`src/include/fcc_cfg.svh`:
```
// Constants of the flash command controller: register offsets, reset values,
// command codes, unlock values and operation times.
// Assumes a 125 MHz pclk; operation times are given in microseconds, the signature time in pclk cycles.
`ifndef FCC_CFG_SVH
`define FCC_CFG_SVH

// ----------------------------------------------------------------------------
// Register offsets inside one block window (byte addresses)
// ----------------------------------------------------------------------------
`define FCC_OFF_STA    7'h00
`define FCC_OFF_MOD    7'h04
`define FCC_OFF_CON    7'h08
`define FCC_OFF_DAT    7'h0C
`define FCC_OFF_ADR    7'h10
`define FCC_OFF_SGN    7'h18
`define FCC_OFF_PRO    7'h1C
`define FCC_OFF_HID    7'h20
`define FCC_BLK_BIT    7

// ----------------------------------------------------------------------------
// Field positions and reset values
// ----------------------------------------------------------------------------
`define FCC_STA_DONE   0
`define FCC_STA_FAIL   1
`define FCC_STA_BUSY   2
`define FCC_STA_IRQ    3
`define FCC_STA_CLRM   4'hB
`define FCC_MOD_IEN    4
`define FCC_MOD_EWEN   3
`define FCC_PRO_RD     31
`define FCC_B1_TOPBIT  30
`define FCC_RST_MOD    8'h80
`define FCC_RST_HID    32'hFFFF_FFFF
`define FCC_RST_PRO    32'h0000_0000
`define FCC_RST_SGN    24'hFF_FFFF
`define FCC_CON_DONE   8'h07

// ----------------------------------------------------------------------------
// Command codes and unlock values
// ----------------------------------------------------------------------------
`define FCC_CMD_NULL   8'h00
`define FCC_CMD_READ   8'h01
`define FCC_CMD_WRITE  8'h02
`define FCC_CMD_EWR    8'h03
`define FCC_CMD_VERIFY 8'h04
`define FCC_CMD_PERASE 8'h05
`define FCC_CMD_MERASE 8'h06
`define FCC_CMD_SIGN   8'h0B
`define FCC_CMD_PROT   8'h0C
`define FCC_CMD_PING   8'h0F
`define FCC_ME_DAT     16'h3CFF
`define FCC_ME_ADR     16'hFFC3
`define FCC_KEY_PERM   32'hDEAD_DEAD

// ----------------------------------------------------------------------------
// Timing
// ----------------------------------------------------------------------------
`define FCC_CLK_MHZ    125
`define FCC_T_WR_US    50
`define FCC_T_EW_US    20000
`define FCC_T_PE_US    20000
`define FCC_T_ME_US    2480000
`define FCC_T_PR_US    50
`define FCC_SIGN_CYC   32778
`define FCC_SIGN_WORDS 32768

`endif

```
`src/include/fcc_pkg.sv`:
```
// Types of the flash command controller: array request, persistent store
// interface, sequencer states and the controller state record.
// Assumes fcc_cfg.svh is on the include path.
package fcc_pkg;

   // -------------------------------------------------------------------------
   // Link types
   // -------------------------------------------------------------------------
   typedef enum logic [2:0] {FA_NONE, FA_READ, FA_PROG, FA_EPAGE, FA_EALL} fcc_fa_op_e;

   typedef struct packed {
      fcc_fa_op_e  op;     // One-cycle strobe
      logic        blk;
      logic [15:0] addr;
      logic [15:0] wdata;
   } fcc_fa_s;

   typedef struct packed {
      logic [31:0] prot;   // Saved protection word
      logic [31:0] key;    // Stored key
      logic        keyed;  // A key has been saved
   } fcc_nvm_s;

   typedef struct packed {
      logic        we;     // One-cycle strobe
      logic        clear;  // Mass erase: forget key and word
      logic        blk;
      logic [31:0] prot;
      logic [31:0] key;
   } fcc_nvw_s;

   // -------------------------------------------------------------------------
   // Controller state
   // -------------------------------------------------------------------------
   typedef enum logic [1:0] {S_IDLE, S_RDATA, S_SIGN, S_TIMED} fcc_st_e;

   typedef struct packed {
      logic [1:0][3:0]  sta;
      logic [1:0][7:0]  mod;
      logic [1:0][7:0]  con;
      logic [1:0][15:0] dat;
      logic [1:0][15:0] adr;
      logic [1:0][23:0] sgn;
      logic [1:0][31:0] pro;
      logic [1:0][31:0] hid;
      logic [1:0][31:0] boot;
      logic             booted;
      fcc_st_e          st;
      logic             blk;
      logic [7:0]       code;
      logic [15:0]      oadr;
      logic [15:0]      odat;
      logic [31:0]      timer;
      logic [15:0]      widx;
      logic             rv;
      logic [23:0]      acc;
      logic [31:0]      prdata;
      logic [1:0]       ws;
      fcc_fa_s          fa;
      fcc_nvw_s         nvw;
   } fcc_state_s;

endpackage

```
`src/design/fcc_top.sv`:
```
// Flash command controller for two 64 kB flash blocks, APB register slave.
// Assumes an array that takes one-cycle strobes and returns read data one
// cycle after a read strobe, and a persistent store on the same clock.
//
// The placing of the registers and register access over APB were decided locally.
`timescale 1ns/1ns
`include "fcc_cfg.svh"
`default_nettype none

module fcc_top #(
   parameter int unsigned T_WR_CYC = `FCC_T_WR_US * `FCC_CLK_MHZ,
   parameter int unsigned T_EW_CYC = `FCC_T_EW_US * `FCC_CLK_MHZ,
   parameter int unsigned T_PE_CYC = `FCC_T_PE_US * `FCC_CLK_MHZ,
   parameter int unsigned T_ME_CYC = `FCC_T_ME_US * `FCC_CLK_MHZ,
   parameter int unsigned T_PR_CYC = `FCC_T_PR_US * `FCC_CLK_MHZ,
   parameter int unsigned SIGN_CYC = `FCC_SIGN_CYC,
   parameter int unsigned SIGN_WDS = `FCC_SIGN_WORDS
) (
   input  wire logic            pclk,      // 125 MHz clock
   input  wire logic            presetn,   // Async reset, active low
   input  wire logic            psel,      // APB select
   input  wire logic            penable,   // APB access phase
   input  wire logic            pwrite,    // APB direction
   input  wire logic [11:0]     paddr,     // APB byte address
   input  wire logic [31:0]     pwdata,    // APB write data
   output logic     [31:0]      prdata,    // APB read data
   output logic                 pready,    // APB ready
   output logic                 pslverr,   // Unmapped address
   output fcc_pkg::fcc_fa_s     fa_o,      // Array request strobe
   input  wire logic [15:0]     fa_rdata,  // Array read data
   input  wire fcc_pkg::fcc_nvm_s nvm0_i,  // Block 0 persistent store
   input  wire fcc_pkg::fcc_nvm_s nvm1_i,  // Block 1 persistent store
   output fcc_pkg::fcc_nvw_s    nvw_o,     // Persistent store write
   output logic                 flash_irq, // Completion interrupt
   output logic [1:0]           wait_states // Wait states in force
);
   import fcc_pkg::*;

   fcc_state_s q;
   fcc_state_s d;
   logic       start_w;
   logic       fin_w;
   logic       fail_w;
   logic       fb_w;
   logic [7:0] cw_w;

   // -------------------------------------------------------------------------
   // Helpers
   // -------------------------------------------------------------------------

   // Page group of a byte address: 512-byte pages, four pages a group
   function automatic logic wr_ok(input logic b, input logic [15:0] a,
                                  input logic [31:0] p);
      logic [4:0] g;
      g = a[15:11];
      if (!b)
         wr_ok = (g == 5'd31) ? 1'b0 : p[g];
      else
         wr_ok = (g >= 5'd30) ? p[`FCC_B1_TOPBIT] : p[g];
   endfunction

   function automatic logic mapped(input logic [6:0] o);
      mapped = (o == `FCC_OFF_STA) || (o == `FCC_OFF_MOD) || (o == `FCC_OFF_CON) ||
               (o == `FCC_OFF_DAT) || (o == `FCC_OFF_ADR) || (o == `FCC_OFF_SGN) ||
               (o == `FCC_OFF_PRO) || (o == `FCC_OFF_HID);
   endfunction

   function automatic logic is_ew(input logic [7:0] c);
      is_ew = (c == `FCC_CMD_WRITE) || (c == `FCC_CMD_EWR) ||
              (c == `FCC_CMD_PERASE) || (c == `FCC_CMD_MERASE);
   endfunction

   // -------------------------------------------------------------------------
   // Bus decode
   // -------------------------------------------------------------------------
   logic       rb;
   logic [6:0] ro;
   logic       hit;
   logic       acc_w;
   logic [1:0][31:0] prot;

   // Effective protection: immediate word ANDed with word loaded at boot
   assign prot[0] = q.hid[0] & q.boot[0];
   assign prot[1] = q.hid[1] & q.boot[1];
   assign rb      = paddr[`FCC_BLK_BIT];
   assign ro      = paddr[6:0];
   assign hit     = (paddr[11:8] == 4'h0) && mapped(ro);
   assign acc_w   = psel && penable;
   assign pready  = 1'b1;
   assign pslverr = acc_w && !hit;

   // -------------------------------------------------------------------------
   // Next state
   // -------------------------------------------------------------------------
   always_comb begin
      logic [7:0] c;
      logic       ok;
      logic       fin_ok;
      logic       fin_bad;
      d       = q;
      c       = pwdata[7:0];
      ok      = 1'b0;
      fin_ok  = 1'b0;
      fin_bad = 1'b0;
      start_w = 1'b0;
      fb_w    = q.blk;
      cw_w    = q.code;
      d.fa    = '0;
      d.nvw   = '0;
      d.rv    = (q.fa.op == FA_READ);  // Array data stands the cycle after a read strobe

      // Saved protection is caught once, on the first edge after reset
      if (!q.booted) begin
         d.boot[0] = nvm0_i.prot;
         d.boot[1] = nvm1_i.prot;
         d.booted  = 1'b1;
      end

      // Read data is latched in the setup cycle so prdata comes from a flop
      if (psel && !penable && !pwrite) begin
         d.prdata = '0;
         case (ro)
            `FCC_OFF_STA: d.prdata[3:0]  = q.sta[rb];
            `FCC_OFF_MOD: d.prdata[7:0]  = q.mod[rb];
            `FCC_OFF_CON: d.prdata[7:0]  = q.con[rb];
            `FCC_OFF_DAT: d.prdata[15:0] = q.dat[rb];
            `FCC_OFF_ADR: d.prdata[15:0] = q.adr[rb];
            `FCC_OFF_SGN: d.prdata[23:0] = q.sgn[rb];
            `FCC_OFF_PRO: d.prdata       = q.pro[rb];
            `FCC_OFF_HID: d.prdata       = q.hid[rb];
            default:      d.prdata       = '0;
         endcase
         if (!hit) d.prdata = '0;
      end

      // Status read clears only the bits that the reader actually saw
      if (acc_w && !pwrite && hit && ro == `FCC_OFF_STA)
         d.sta[rb] = q.sta[rb] & ~(q.prdata[3:0] & `FCC_STA_CLRM);

      // Register writes; the command register starts the sequencer
      if (acc_w && pwrite && hit) begin
         case (ro)
            `FCC_OFF_MOD: d.mod[rb] = pwdata[7:0];
            `FCC_OFF_DAT: d.dat[rb] = pwdata[15:0];
            `FCC_OFF_ADR: d.adr[rb] = pwdata[15:0];
            `FCC_OFF_PRO: d.pro[rb] = pwdata;
            `FCC_OFF_HID: d.hid[rb] = pwdata;
            `FCC_OFF_CON: start_w   = (q.st == S_IDLE);
            default: ;
         endcase
      end

      // Command issue
      if (start_w) begin
         d.blk  = rb;
         d.code = c;
         d.con[rb] = c;
         d.oadr = q.adr[rb];
         d.odat = q.dat[rb];
         fb_w   = rb;
         cw_w   = c;
         case (c)
            `FCC_CMD_NULL: d.con[rb] = `FCC_CON_DONE;
            `FCC_CMD_READ, `FCC_CMD_VERIFY: begin
               if (prot[rb][`FCC_PRO_RD]) begin
                  d.fa = '{op: FA_READ, blk: rb, addr: q.adr[rb], wdata: 16'h0000};
                  d.st = S_RDATA;
               end else fin_bad = 1'b1;
            end
            `FCC_CMD_WRITE, `FCC_CMD_EWR, `FCC_CMD_PERASE: begin
               ok = q.mod[rb][`FCC_MOD_EWEN] && wr_ok(rb, q.adr[rb], prot[rb]);
               if (ok) begin
                  d.st = S_TIMED;
                  if (c == `FCC_CMD_WRITE) begin
                     d.fa    = '{op: FA_PROG, blk: rb, addr: q.adr[rb], wdata: q.dat[rb]};
                     d.timer = 32'(T_WR_CYC - 1);
                  end else begin
                     d.fa    = '{op: FA_EPAGE, blk: rb, addr: q.adr[rb], wdata: 16'h0000};
                     d.timer = (c == `FCC_CMD_EWR) ? 32'(T_EW_CYC - 1) : 32'(T_PE_CYC - 1);
                  end
               end else fin_bad = 1'b1;
            end
            `FCC_CMD_MERASE: begin
               ok = q.mod[rb][`FCC_MOD_EWEN] && q.dat[rb] == `FCC_ME_DAT &&
                    q.adr[rb] == `FCC_ME_ADR;
               if (ok) begin
                  // The array keeps the kernel group of block 0 itself
                  d.fa    = '{op: FA_EALL, blk: rb, addr: 16'h0000, wdata: 16'h0000};
                  d.nvw   = '{we: 1'b1, clear: 1'b1, blk: rb, prot: 32'h0, key: 32'h0};
                  d.timer = 32'(T_ME_CYC - 1);
                  d.st    = S_TIMED;
               end else fin_bad = 1'b1;
            end
            `FCC_CMD_SIGN: begin
               if (prot[rb][`FCC_PRO_RD]) begin
                  d.st    = S_SIGN;
                  d.timer = 32'(SIGN_CYC - 1);
                  d.widx  = '0;
                  d.acc   = `FCC_RST_SGN;
               end else fin_bad = 1'b1;
            end
            `FCC_CMD_PROT: begin
               // Once keyed, only the matching key reopens; the permanent key never
               ok = rb ? (!nvm1_i.keyed || ({q.adr[1], q.dat[1]} == nvm1_i.key &&
                         nvm1_i.key != `FCC_KEY_PERM))
                       : (!nvm0_i.keyed || ({q.adr[0], q.dat[0]} == nvm0_i.key &&
                         nvm0_i.key != `FCC_KEY_PERM));
               if (ok) begin
                  d.nvw   = '{we: 1'b1, clear: 1'b0, blk: rb, prot: q.pro[rb],
                              key: {q.adr[rb], q.dat[rb]}};
                  d.timer = 32'(T_PR_CYC - 1);
                  d.st    = S_TIMED;
               end else fin_bad = 1'b1;
            end
            `FCC_CMD_PING: fin_ok = 1'b1;
            default:       fin_bad = 1'b1;
         endcase
      end

      // Sequencer
      case (q.st)
         S_IDLE: ;
         S_RDATA: begin
            // Wait out the strobe cycle; sampling then would catch stale array data
            if (q.rv) begin
               d.st = S_IDLE;
               if (q.code == `FCC_CMD_READ) begin
                  d.dat[q.blk] = fa_rdata;
                  fin_ok = 1'b1;
               end else if (fa_rdata == q.odat) fin_ok = 1'b1;
               else fin_bad = 1'b1;
            end
         end
         S_SIGN: begin
            // Word read strobes run back to back; each word folds in the cycle after its strobe
            if (q.widx < 16'(SIGN_WDS) && q.timer != 32'h0) begin
               d.fa   = '{op: FA_READ, blk: q.blk, addr: {q.widx[14:0], 1'b0}, wdata: 16'h0000};
               d.widx = q.widx + 16'h0001;
            end
            if (q.rv) d.acc = {q.acc[22:0], q.acc[23]} ^ {8'h00, fa_rdata};
            d.timer = q.timer - 32'h1;
            if (q.timer == 32'h0) begin
               d.st = S_IDLE;
               d.sgn[q.blk] = q.acc;
               fin_ok = 1'b1;
            end
         end
         S_TIMED: begin
            d.timer = q.timer - 32'h1;
            if (q.timer == 32'h0) begin
               d.st = S_IDLE;
               if (q.code == `FCC_CMD_EWR)
                  d.fa = '{op: FA_PROG, blk: q.blk, addr: q.oadr, wdata: q.odat};
               fin_ok = 1'b1;
            end
         end
         default: d.st = S_IDLE;
      endcase

      // Completion: sets win over a status read in the same cycle
      fin_w  = fin_ok || fin_bad;
      fail_w = fin_bad;
      if (fin_w) begin
         d.sta[fb_w][`FCC_STA_DONE] = d.sta[fb_w][`FCC_STA_DONE] | fin_ok;
         d.sta[fb_w][`FCC_STA_FAIL] = d.sta[fb_w][`FCC_STA_FAIL] | fin_bad;
         if (q.mod[fb_w][`FCC_MOD_IEN])
            d.sta[fb_w][`FCC_STA_IRQ] = 1'b1;
         if (cw_w <= `FCC_CMD_MERASE) d.con[fb_w] = `FCC_CON_DONE;
      end

      // Busy follows the sequencer, owned by the block that issued
      d.sta[0][`FCC_STA_BUSY] = (d.st != S_IDLE) && !d.blk;
      d.sta[1][`FCC_STA_BUSY] = (d.st != S_IDLE) && d.blk;

      // Wait states move only when both blocks hold the same value
      if (q.mod[0][1:0] == q.mod[1][1:0]) d.ws = q.mod[0][1:0];
   end

   // -------------------------------------------------------------------------
   // State register
   // -------------------------------------------------------------------------
   always_ff @(posedge pclk or negedge presetn) begin
      if (!presetn) begin
         q        <= '0;
         q.mod    <= {`FCC_RST_MOD, `FCC_RST_MOD};
         q.hid    <= {`FCC_RST_HID, `FCC_RST_HID};
         q.pro    <= {`FCC_RST_PRO, `FCC_RST_PRO};
         q.sgn    <= {`FCC_RST_SGN, `FCC_RST_SGN};
         q.boot   <= {`FCC_RST_HID, `FCC_RST_HID};
         q.st     <= S_IDLE;
      end else begin
         q <= d;
      end
   end

   assign prdata      = q.prdata;
   assign fa_o        = q.fa;
   assign nvw_o       = q.nvw;
   assign flash_irq   = q.sta[0][`FCC_STA_IRQ] | q.sta[1][`FCC_STA_IRQ];
   assign wait_states = q.ws;
endmodule

`default_nettype wire

```
`config.mk`:
```
export PLATFORM = sky130hd
export DESIGN_NAME = fcc_top
export DESIGN_NICKNAME = d
export VERILOG_FILES = /design/src/include/fcc_pkg.sv /design/src/design/fcc_top.sv
export VERILOG_INCLUDE_DIRS = /design/src /design/src/include
export SDC_FILE = /design/constraint.sdc
export NUM_CORES = 1
export LEC_CHECK = 0
export BUFFER_PORTS_ARGS = -buffer_cell sky130_fd_sc_hd__buf_2
export CELL_PAD_IN_SITES_DETAIL_PLACEMENT = 0
export CELL_PAD_IN_SITES_GLOBAL_PLACEMENT = 1
export CORE_UTILIZATION = 47
export DETAILED_ROUTE_END_ITERATION = 6
export PLACE_DENSITY_LB_ADDON = 0.1
export SETUP_SLACK_MARGIN = 0.4
export SLEW_MARGIN = 10
export SYNTH_ARGS = -nofsm -noshare
export SYNTH_HDL_FRONTEND = slang
export SYNTH_SLANG_ARGS = --single-unit
```
`constraint.sdc`:
```
create_clock -name pclk -period 3.55 [get_ports pclk]
set_input_delay 1.065 -clock pclk [delete_from_list [all_inputs] [get_ports pclk]]
set_output_delay 1.065 -clock pclk [all_outputs]
set_load 0.05 [all_outputs]
```
==> flow_metrics.env <==
export IMPL_antenna_found_initial=1
export IMPL_setup_viol=0
export IMPL_ys_types=87
export IMPL_drt_iter0_markers=1940
export IMPL_avgSynthCellArea_um2=11.0
export IMPL_clock_sinks=598
export IMPL_cp_data_required_time_ns=4.06
export IMPL_grt_pass1_vias=23100
export IMPL_dr_pass1_iters=6
export IMPL_ioPinCount=335
export IMPL_final_layout_size_suffix_gt1_frac=0.410
export IMPL_place_area_mm2=0.0327
export IMPL_yosysSeqAreaShare=0.519
export IMPL_place_inst=3769
export IMPL_wl_um=99500
export IMPL_drc=0
export IMPL_synth_top_area_cell="dfrtp_1"
export IMPL_root_buffer="clkbuf_16"
export IMPL_cts_made_buffers=68
export IMPL_whs_ns=0.438
export IMPL_synth_edf_count=0
export IMPL_nFillCells=5300
export IMPL_cap_violations=0
export IMPL_crit_path_end_kind="register"
export IMPL_arrival_ns=3.73
export IMPL_p_leak_nw=16.2
export IMPL_timing_final_ws_setup_ns=0.331
export IMPL_vias=22500
export IMPL_clock_fmax_mhz=311
export IMPL_postLayoutCellArea_mm2=0.0355
export IMPL_grt_overflow=0
export IMPL_syn2layout_area_growth_pct=21.2
export IMPL_die_area_mm2=0.0633
export IMPL_synth_area_leaders="dfrtp_1, dfstp_2, mux2_2, mux2i_1, buf_4"
export IMPL_fin_nets=3227
export IMPL_synth_top_area_share=0.359
export IMPL_cts_tree="built"
export IMPL_p_total_mw=15.1
export IMPL_synthArstFlopShare=1.00
export IMPL_hold_path_class="reg -> reg"
export IMPL_peakVddDrop_mv=0.350
export IMPL_post_route_min_period_ns=3.22
export IMPL_hpwl_um=72800
export IMPL_tightest_slew_ns=0.798
export IMPL_clk_path_buf_depth=3
export IMPL_clock_skew_ns=0.0210
export IMPL_ys_ff_latch=598
export IMPL_path_max_fanout=9
export IMPL_die_width_um=252
export IMPL_wl_per_cell_um=25.3
export IMPL_hold_violations=0
export IMPL_via_per_inst=5.73
export IMPL_synthCells=2649
export IMPL_dieHeight_um=252
export IMPL_final_cells=3924
export IMPL_dp_slack_ns=-0.470
export IMPL_antenna_left=0
export IMPL_relSlewSlack=0.468
export IMPL_initial_core_util=0.475
export IMPL_ys_warn_count=0
export IMPL_seqCellArea_mm2=0.0152
export IMPL_htreeDepth=3
export IMPL_outcome="finished, final reports clean"
export IMPL_period_share=0.907
export IMPL_track_usage=0.314
export IMPL_critical_path_class="in -> reg"
export IMPL_cp_start_kind="primary input"
export IMPL_clk_pin_slew_worst_paths_ns=0.06
export IMPL_design_core_area_mm2=0.0616
export IMPL_synthesis_area_mm2=0.0293
export IMPL_rows=91
export IMPL_synthFlopType="dfrtp_1"
export IMPL_power_density_mw_per_mm2=426
export IMPL_place_congestion=0.928
export IMPL_grt_pass1_wl_um=148000
export IMPL_post_route_util=0.576
export IMPL_fin_setup_tns_ns=0
export IMPL_grt_max_degree=71
export IMPL_rsz0062_at_grt="true"
export IMPL_clk_latency_ns=0.61
export IMPL_multi_input_area_mm2=0.0128
export IMPL_io_buffers=333
export IMPL_slew_viol_final=0
[sequential cells by signal, indices dropped and copies added, names as in the netlist]
register     flops
fa_o            36
wait_states      2
q              461
prdata          32
nvw_o           67
[worst max-delay path, cell delays in order]
cell and delay [ns]:
buf_16 0.13, buf_12 0.14, buf_12 0.11, nand2b_4 0.12, a21oi_1 0.04, nor4_1 0.37, buf_4 0.18, o221a_4 0.19
o211ai_1 0.09, buf_4 0.17, a211o_4 0.35, and2_4 0.17, buf_6 0.14, a21o_4 0.25, o211ai_1 0.19
[cell usage in the layout, fill, tap and decap left out, drive strengths merged, types with 10 or more instances in the layout]
master,instances
a21oi,84
a221oi,12
a22o,12
a22oi,13
and2,14
and3,14
buf,586
clkbuf,100
clkinv,20
dfrtp,420
dfstp,178
inv,28
mux2,305
mux2i,156
nand2,250
nand2b,10
nand3,53
nand4,42
nor2,202
nor2b,16
nor3,37
nor4,25
o211ai,32
o21ai,154
o22ai,44
or3,17
xnor2,112
[per-layer routing]
metal  up-vias  global-route usage  wire, µm
met5         -                   0         0
met4         0               0.103      2930
met3       184              0.0506      6060
met2       799               0.513     47300
met1     11500               0.427     43200
li1      10000                   -         -
[cell usage after synthesis, drive strengths merged, types with 13 or more instances]
| cell | instances |
|---|---|
| nand4 | 42 |
| nand3 | 53 |
| o211ai | 32 |
| or3 | 17 |
| o22ai | 44 |
| o21ai | 154 |
| a22oi | 13 |
| mux2 | 305 |
| buf | 176 |
| xnor2 | 112 |
| nand2 | 250 |
| mux2i | 156 |
| nor3 | 37 |
| nor2b | 16 |
| clkbuf | 104 |
| and2 | 14 |
| dfstp | 178 |
| dfrtp | 420 |
| nor2 | 202 |
| inv | 25 |
| nor4 | 25 |
| and3 | 14 |
| a21oi | 84 |
[final cells by class]
cell class / count / share of cell area
Inverter: 26 / 0.00275
Clock buffer: 98 / 0.0549
Sequential cell: 598 / 0.428
Clock inverter: 28 / 0.00794
Multi-Input combinational cell: 1748 / 0.360
Antenna cell: 1 / 0.0000706
Tap cell: 837 / 0.0295
Timing Repair Buffer: 588 / 0.116
[final timing paths]
kind / startpoint / end / slack [ns] / cells past startpoint
worst min register to register: fa_o[35] / q[161] / 0.44 / 1
min in group asynchronous: presetn / fa_o[14] / 0.47 / 1
worst max register to register: q[316] / fa_o[21] / 0.40 / 11
max in group asynchronous: presetn / q[325] / 2.18 / 2
worst min-delay path: fa_o[35] / q[161] / 0.44 / 1
worst max-delay path: paddr[7] / fa_o[21] / 0.33 / 15
[timing repair]
item / in CTS / in global routing
setup endpoints to repair: 75 / 98
gates cloned: 5 / 2
hold buffers: 0 / 0
pin swaps: 7 / 21
resized for setup: 25 / 40
setup buffers: 11 / 10
[where the power goes]
part / switching (mW) / leakage [nW] / total (mW) / internal [mW]
clock: 2.93 / 1.10 / 7.07 / 4.14
combinational: 0.578 / 7.73 / 0.966 / 0.388
sequential: 0.106 / 7.37 / 7.08 / 6.98
[cells by family after synthesis]
kind of cell,after synthesis,share of synthesized area
AO/OA/AOI/OAI,428,0.0922
flip-flops,598,0.519
other,1,0.000128
AND/OR/NAND/NOR,734,0.121
multiplexers,464,0.173
adder cells (fa/ha/maj),2,0.000855
XOR/XNOR,116,0.0347
buffers and inverters,306,0.0592
(Power assumes the default switching activity.)
